`src/verilog/ccvt_defs.svh`:
```
// Opcode, field and encoding constants for the compare and convert trap unit.
`ifndef CCVT_DEFS_SVH
`define CCVT_DEFS_SVH
`define CCVT_OP_MSB         31
`define CCVT_OP_LSB         24
`define CCVT_TGT_MSB        23
`define CCVT_TGT_LSB        16
`define CCVT_SRC1_MSB       15
`define CCVT_SRC1_LSB       8
`define CCVT_SRC2_MSB       7
`define CCVT_SRC2_LSB       0
`define CCVT_OP_LEU         7'h23
`define CCVT_OP_LT          7'h20
`define CCVT_OP_LTU         7'h21
`define CCVT_OP_NEQ         7'h31
`define CCVT_OP_D2S         8'hE9
`define CCVT_OP_D2I         8'hEA
`define CCVT_OP_S2D         8'hE8
`define CCVT_TRUE           32'h80000000
`define CCVT_FALSE          32'h00000000
`define CCVT_TRAP_D2S       2'h1
`define CCVT_TRAP_D2I       2'h2
`define CCVT_TRAP_S2D       2'h3
`define CCVT_TWIN_MASK      8'h01
`endif

```
`src/verilog/ccvt_pkg.sv`:
```
// Types shared by the compare and convert trap unit.
package ccvt_pkg;
   typedef enum logic [1:0] {
      CCVT_IDLE  = 2'h0,
      CCVT_WRITE = 2'h1,
      CCVT_TRAP  = 2'h3
   } ccvt_state_e;
endpackage

```
`src/verilog/ccvt_ptr_reg.sv`:
```
// Trap operand pointer registers loaded when a conversion trap is taken.
`timescale 1ns/1ps
`include "ccvt_defs.svh"
module ccvt_ptr_reg (
   input  wire logic       mclk_i,
   input  wire logic       rst_n_i,
   input  wire logic       load_i,
   input  wire logic [7:0] first_ptr_i,
   input  wire logic [7:0] second_ptr_i,
   input  wire logic [7:0] result_ptr_i,
   output logic      [7:0] first_ptr_o,
   output logic      [7:0] second_ptr_o,
   output logic      [7:0] result_ptr_o
);
   logic [7:0] next_first;
   logic [7:0] next_second;
   logic [7:0] next_result;

   always_comb begin
      next_first  = first_ptr_o;
      next_second = second_ptr_o;
      next_result = result_ptr_o;
      if (load_i) begin
         next_first  = first_ptr_i;
         next_second = second_ptr_i;
         next_result = result_ptr_i;
      end
   end

   always_ff @(posedge mclk_i or negedge rst_n_i) begin
      if (!rst_n_i) begin
         first_ptr_o  <= 8'h00;
         second_ptr_o <= 8'h00;
         result_ptr_o <= 8'h00;
      end else begin
         first_ptr_o  <= next_first;
         second_ptr_o <= next_second;
         result_ptr_o <= next_result;
      end
   end
endmodule

```
`src/verilog/ccvt_unit.sv`:
```
// Decode and execute of integer compares and conversion traps.
`timescale 1ns/1ps
`include "ccvt_defs.svh"
module ccvt_unit (
   input  wire logic        mclk_i,
   input  wire logic        rst_n_i,
   input  wire logic        instr_valid_i,
   input  wire logic [31:0] instr_i,
   output logic      [7:0]  rd_first_addr_o,
   output logic      [7:0]  rd_second_addr_o,
   input  wire logic [31:0] rd_first_data_i,
   input  wire logic [31:0] rd_second_data_i,
   output logic             wr_en_o,
   output logic      [7:0]  wr_addr_o,
   output logic      [31:0] wr_data_o,
   output logic             trap_o,
   output logic      [1:0]  trap_kind_o,
   output logic      [7:0]  trap_first_operand_pointer_o,
   output logic      [7:0]  trap_second_operand_pointer_o,
   output logic      [7:0]  trap_result_pointer_o,
   output logic      [7:0]  trap_first_twin_o,
   output logic      [7:0]  trap_result_twin_o,
   output logic             unhandled_o
);
   logic [7:0]  opcode;
   logic [7:0]  target_field;
   logic [7:0]  first_source_field;
   logic [7:0]  second_source_field;
   logic        immediate_select_bit;
   logic [31:0] second_operand;
   logic        cond;
   logic        is_cmp;
   logic        is_conv;
   logic [1:0]  kind;
   ccvt_pkg::ccvt_state_e state;
   ccvt_pkg::ccvt_state_e next_state;
   logic [7:0]  next_wr_addr;
   logic [31:0] next_wr_data;
   logic        next_trap;
   logic [1:0]  next_trap_kind;
   logic        next_unhandled;

   assign opcode               = instr_i[`CCVT_OP_MSB:`CCVT_OP_LSB];
   assign target_field         = instr_i[`CCVT_TGT_MSB:`CCVT_TGT_LSB];
   assign first_source_field   = instr_i[`CCVT_SRC1_MSB:`CCVT_SRC1_LSB];
   assign second_source_field  = instr_i[`CCVT_SRC2_MSB:`CCVT_SRC2_LSB];
   assign immediate_select_bit = opcode[0];
   assign rd_first_addr_o      = first_source_field;
   assign rd_second_addr_o     = second_source_field;
   // Immediate is the raw low byte, widened with zeros.
   assign second_operand = immediate_select_bit ? {24'h000000, second_source_field}
                                                : rd_second_data_i;

   always_comb begin
      is_cmp  = 1'b1;
      is_conv = 1'b0;
      kind    = 2'h0;
      cond    = 1'b0;
      case (opcode[7:1])
         `CCVT_OP_LEU: cond = rd_first_data_i <= second_operand;
         `CCVT_OP_LT:  cond = $signed(rd_first_data_i) < $signed(second_operand);
         `CCVT_OP_LTU: cond = rd_first_data_i < second_operand;
         `CCVT_OP_NEQ: cond = rd_first_data_i != second_operand;
         default:      is_cmp = 1'b0;
      endcase
      case (opcode)
         `CCVT_OP_D2S: begin
            is_conv = 1'b1;
            kind    = `CCVT_TRAP_D2S;
         end
         `CCVT_OP_D2I: begin
            is_conv = 1'b1;
            kind    = `CCVT_TRAP_D2I;
         end
         `CCVT_OP_S2D: begin
            is_conv = 1'b1;
            kind    = `CCVT_TRAP_S2D;
         end
         default: kind = 2'h0;
      endcase
   end

   // Sequencing state; the write and trap pulses are decoded from it.
   always_comb begin
      next_state = ccvt_pkg::CCVT_IDLE;
      if (instr_valid_i) begin
         if (is_cmp) begin
            next_state = ccvt_pkg::CCVT_WRITE;
         end else if (is_conv) begin
            next_state = ccvt_pkg::CCVT_TRAP;
         end
      end
   end

   always_ff @(posedge mclk_i or negedge rst_n_i) begin
      if (!rst_n_i) begin
         state <= ccvt_pkg::CCVT_IDLE;
      end else begin
         state <= next_state;
      end
   end

   // Both pulses come straight from the state flops, so each lasts one cycle.
   assign wr_en_o = (state == ccvt_pkg::CCVT_WRITE);
   assign trap_o  = (state == ccvt_pkg::CCVT_TRAP);

   // Address and data hold after the pulse so a slow far side may sample late.
   always_comb begin
      next_wr_addr = wr_addr_o;
      next_wr_data = wr_data_o;
      if (next_state == ccvt_pkg::CCVT_WRITE) begin
         next_wr_addr = target_field;
         next_wr_data = cond ? `CCVT_TRUE : `CCVT_FALSE;
      end
   end

   always_ff @(posedge mclk_i or negedge rst_n_i) begin
      if (!rst_n_i) begin
         wr_addr_o <= 8'h00;
         wr_data_o <= 32'h00000000;
      end else begin
         wr_addr_o <= next_wr_addr;
         wr_data_o <= next_wr_data;
      end
   end

   // No conversion datapath; software emulates it in the handler.
   always_comb begin
      next_trap      = (next_state == ccvt_pkg::CCVT_TRAP);
      next_trap_kind = trap_kind_o;
      if (next_trap) begin
         next_trap_kind = kind;
      end
   end

   always_ff @(posedge mclk_i or negedge rst_n_i) begin
      if (!rst_n_i) begin
         trap_kind_o <= 2'h0;
      end else begin
         trap_kind_o <= next_trap_kind;
      end
   end

   // Opcodes outside this block are flagged so the pipeline can route them on.
   always_comb begin
      next_unhandled = instr_valid_i && !is_cmp && !is_conv;
   end

   always_ff @(posedge mclk_i or negedge rst_n_i) begin
      if (!rst_n_i) begin
         unhandled_o <= 1'b0;
      end else begin
         unhandled_o <= next_unhandled;
      end
   end

   // The second pointer takes the raw low byte, which handlers must ignore.
   ccvt_ptr_reg u_ptr (
      .mclk_i       (mclk_i),
      .rst_n_i      (rst_n_i),
      .load_i       (next_trap),
      .first_ptr_i  (first_source_field),
      .second_ptr_i (second_source_field),
      .result_ptr_i (target_field),
      .first_ptr_o  (trap_first_operand_pointer_o),
      .second_ptr_o (trap_second_operand_pointer_o),
      .result_ptr_o (trap_result_pointer_o)
   );

   assign trap_first_twin_o  = trap_first_operand_pointer_o ^ `CCVT_TWIN_MASK;
   assign trap_result_twin_o = trap_result_pointer_o ^ `CCVT_TWIN_MASK;
endmodule

```
`config.mk`:
```
export PLATFORM = sky130hd
export DESIGN_NAME = ccvt_unit
export DESIGN_NICKNAME = d
export VERILOG_FILES = /design/src/verilog/ccvt_pkg.sv /design/src/verilog/ccvt_ptr_reg.sv /design/src/verilog/ccvt_unit.sv
export VERILOG_INCLUDE_DIRS = /design/src /design/src/verilog
export SDC_FILE = /design/constraint.sdc
export NUM_CORES = 1
export LEC_CHECK = 0
export BUFFER_PORTS_ARGS = -buffer_cell sky130_fd_sc_hd__buf_4
export CORE_ASPECT_RATIO = 1.1
export CORE_MARGIN = 2
export CORE_UTILIZATION = 30
export CTS_CLUSTER_DIAMETER = 100
export CTS_CLUSTER_SIZE = 40
export DETAILED_ROUTE_END_ITERATION = 8
export HOLD_SLACK_MARGIN = 0.02
export SYNTH_ARGS = -nofsm -noshare
export SYNTH_HDL_FRONTEND = slang
export SYNTH_SLANG_ARGS = --single-unit
```
`constraint.sdc`:
```
create_clock -name mclk_i -period 3 [get_ports mclk_i]
set_input_delay 0.9 -clock mclk_i [delete_from_list [all_inputs] [get_ports mclk_i]]
set_output_delay 0.9 -clock mclk_i [all_outputs]
set_load 0.02 [all_outputs]
```
==> run_results.csv <==
group,metric,value,unit
flow_run,cap_violations,0,
drt,drtIter0Drc,67,
placement,placed_area,4050,µm²
cts,clk-insertion-delay-late,0.29,ns
cts,numCtsBuffers,5,
placement,pre_cts_ws,0.0603,ns
final_layout,layout_common_cells,"buf_4 (172), dfrtp_1 (38), ha_1 (32), conb_1 (31), nand2b_1 (25)",
setup_path,crit_path_start,"instr_i[24]",
sta,setup-tns-final,0,ns
synth,synth_mux_area_share,17.1,%
final_layout,final_common_cell,"buf_4",
cts,cts.path.max_buffers,2,
cts,tritoncts,"yes",
synth,synth_xor_area_share,0,%
setup_path,end_kind,"flop",
synth,async_flop_share,100,%
synth,synth-edff-count,0,
sta,drv_slew,0,
setup_path,crit_type,"primary input to flop",
floorplan,fp.dieArea,10900,µm²
setup_path,crit_arrival,2.81,ns
floorplan,core,9840,µm²
sta,fmax,0.380,GHz
global_route,grt_pass1_vias,2347,
placement,io_buffer_count,168,
setup_path,cp-start-kind,"primary input",
sta,setup_violations,0,
synth,yosysWarnings,0,
floorplan,row_count,38,
synth,synth_ff_type,"dfrtp_1",
synth,synth-seq-cells,38,
power_and_ir_drop,powerDensity,431,nW/µm²
cts,post_cts.repair.setup_buffers,0,
cts,cts_hold_buf,0,
power_and_ir_drop,intPower,1.26,mW
global_route,grt_usage,13.3,%
floorplan,die_w,99.6,µm
drt,drt-pass1-iter-count,6,
sta,hold_viol,0,
power_and_ir_drop,clock_power_share,29.7,%
cts,clock_sinks,38,
synth,synth_cells,286,
final_layout,syn_to_final_growth,39.0,%
power_and_ir_drop,switchingPower,549,µW
final_layout,fin_area,4190,µm²
synth,yosys.area_share.adder,13.6,%
synth,syn_avg_cell_area,10.5,µm²
cts,cts_resized,0,
floorplan,die_h,109,µm
power_and_ir_drop,seqPwrFrac,34.2,%
sta,finalCritPeriodShare,87.7,%
drt,drc,0,
drt,vias_per_cell,4.47,
drt,drt-wirelength-per-cell,13.6,µm
floorplan,start_util,30.6,%
power_and_ir_drop,power.share.switching,30.4,%
run_status,outcome,"finished clean",
setup_path,cp_max_fo,32,
final_layout,layout-drive-gt1-share,50.1,%
power_and_ir_drop,power.leakage,2.30,nW
synth,syn_area,3020,µm²
global_route,antenna_found_initial,0,
drt,vias,2447,
sta,fin_ws,0.370,ns
cts,cts.htree.levels,2,
sta,fin_crit,2.63,ns
floorplan,io_pins,200,
placement,post-dp-hpwl,6290,µm
global_route,overflow,0,
placement,routabilityCongestion,0.741,
sta,finalClockSkew,0,ns
drt,routed_wl,7460,µm
drt,ant_nets,0,
global_route,grt_pass1_wl,11300,µm
cts,clk_pin_slew,0.07,ns
synth,synth_compound_area_share,7.14,%
final_layout,antenna_cells,0,
cts,root_buffer,"clkbuf_8",
power_and_ir_drop,pwr-share-comb,36.1,%
synth,seq_area_frac_synth,31.5,%
setup_path,worstPathRequired,3.18,ns
synth,synthDistinctLibCells,43,
final_layout,final_nets,557,
sta,rsz0062_at_grt,"false",
power_and_ir_drop,ir_drop,0.257,mV
synth,synth_simple_gate_area_share,12.2,%
synth,synth_top_family_by_area,"buffers and inverters",
worst_hold_path,worstHoldPathType,"flop to flop",
worst_hold_path,hp-start,"trap_kind_o[0]$_DFFE_PN0N_",
global_route,grt_max_degree,39,
setup_path,rr_startpoint,"wr_data_o[31]$_DFFE_PN0N_",
[power groups by stage]
stage | combinational [mW] | clock, mW | sequential, mW
after floorplan | 0.336 | 0 | 0.703
after global placement | 0.653 | 0 | 0.625
after detailed placement | 0.658 | 0 | 0.628
after CTS | 0.660 | 0.553 | 0.617
after global routing | 0.708 | 0.574 | 0.627
final | 0.652 | 0.537 | 0.617
[Yosys cell counts, types with 2 or more instances]
cell type	instances	area [µm²]
mux2_4	17	255
a21o_1	4	30.0
nand4_1	6	37.5
nor4_1	2	12.5
nor2_1	3	11.3
or4_1	2	15.0
o31ai_1	2	15.0
nor2b_1	2	12.5
buf_6	2	22.5
dfrtp_1	38	951
nor3_1	2	10.0
ha_1	32	400
nand2b_1	25	156
o21ai_0	6	30.0
nand2_1	8	30.0
a21oi_1	12	60.1
mux2i_1	8	80.1
a221oi_1	2	17.5
and2_1	2	12.5
mux2_2	16	180
inv_1	8	30.0
nand3_1	4	20.0
buf_4	61	458
clkbuf_1	3	11.3
[through the flow]
step	total power [mW]	hold WS [ns]	utilization (%)	cells
after global routing	1.91	0.533	42.6	547
final	1.81	0.489	42.6	547
after global placement	1.28	0.474	41.1	539
after floorplan	1.04	0.583	-	316
after detailed placement	1.29	0.482	41.1	539
after CTS	1.83	0.500	42.6	547
[critical path: stages]
cell,delay (ns)
buf_4,0.21
nand2b_1,0.18
ha_1,0.30
nand4_1,0.16
nor4_1,0.34
buf_4,0.17
a21boi_0,0.17
o31a_1,0.19
o21a_1,0.12
o21ai_1,0.05
[kinds of logic after synthesis]
group / after synthesis
buffers and inverters: 77
and+or+nand+nor: 62
other: 1
muxes: 41
DFF: 38
AOI/OAI and AO/OA: 34
adders and majority gates: 33
[worst paths after layout]
check,end,slack [ns],cells after the start
worst max-delay path,wr_data_o[31]$_DFFE_PN0N_,0.37,10
min in group asynchronous,u_ptr.first_ptr_o[1]$_DFFE_PN0N_,0.56,1
max in group asynchronous,state[1]$_DFF_PN0_,2.10,1
worst max register to register,wr_data_o[31]$_DFFE_PN0N_,1.75,4
worst min register to register,trap_kind_o[0]$_DFFE_PN0N_,0.49,2
worst min-delay path,trap_kind_o[0]$_DFFE_PN0N_,0.49,2
[routing by layer]
metal  wire [µm]  global-route usage [%]  share of wire [%]  vias to the layer above
li1            -                       -                  -                     1190
met1        3010                    15.8                 40                     1122
met2        3780                    24.0                 51                      127
met3         552                    2.95                7.4                        8
met4         112                    3.82                1.5                        0
met5           0                       0                  0                        -
[registers in the layout (all words and copies together), names as in the netlist]
register,count
u_ptr.first_ptr_o,8
u_ptr.result_ptr_o,8
u_ptr.second_ptr_o,8
wr_addr_o,8
state,2
trap_kind_o,2
unhandled_o,1
wr_data_o,1
[final cells by class]
cell class / instances / area, µm²
Clock buffer: 6 / 82.6
Clock inverter: 2 / 60.1
Fill cell: 960 / 5650
Inverter: 8 / 30.0
Multi-Input combinational cell: 201 / 1630
Sequential cell: 38 / 951
Tap cell: 120 / 150
Timing Repair Buffer: 172 / 1290
(Power assumes the default switching activity.)
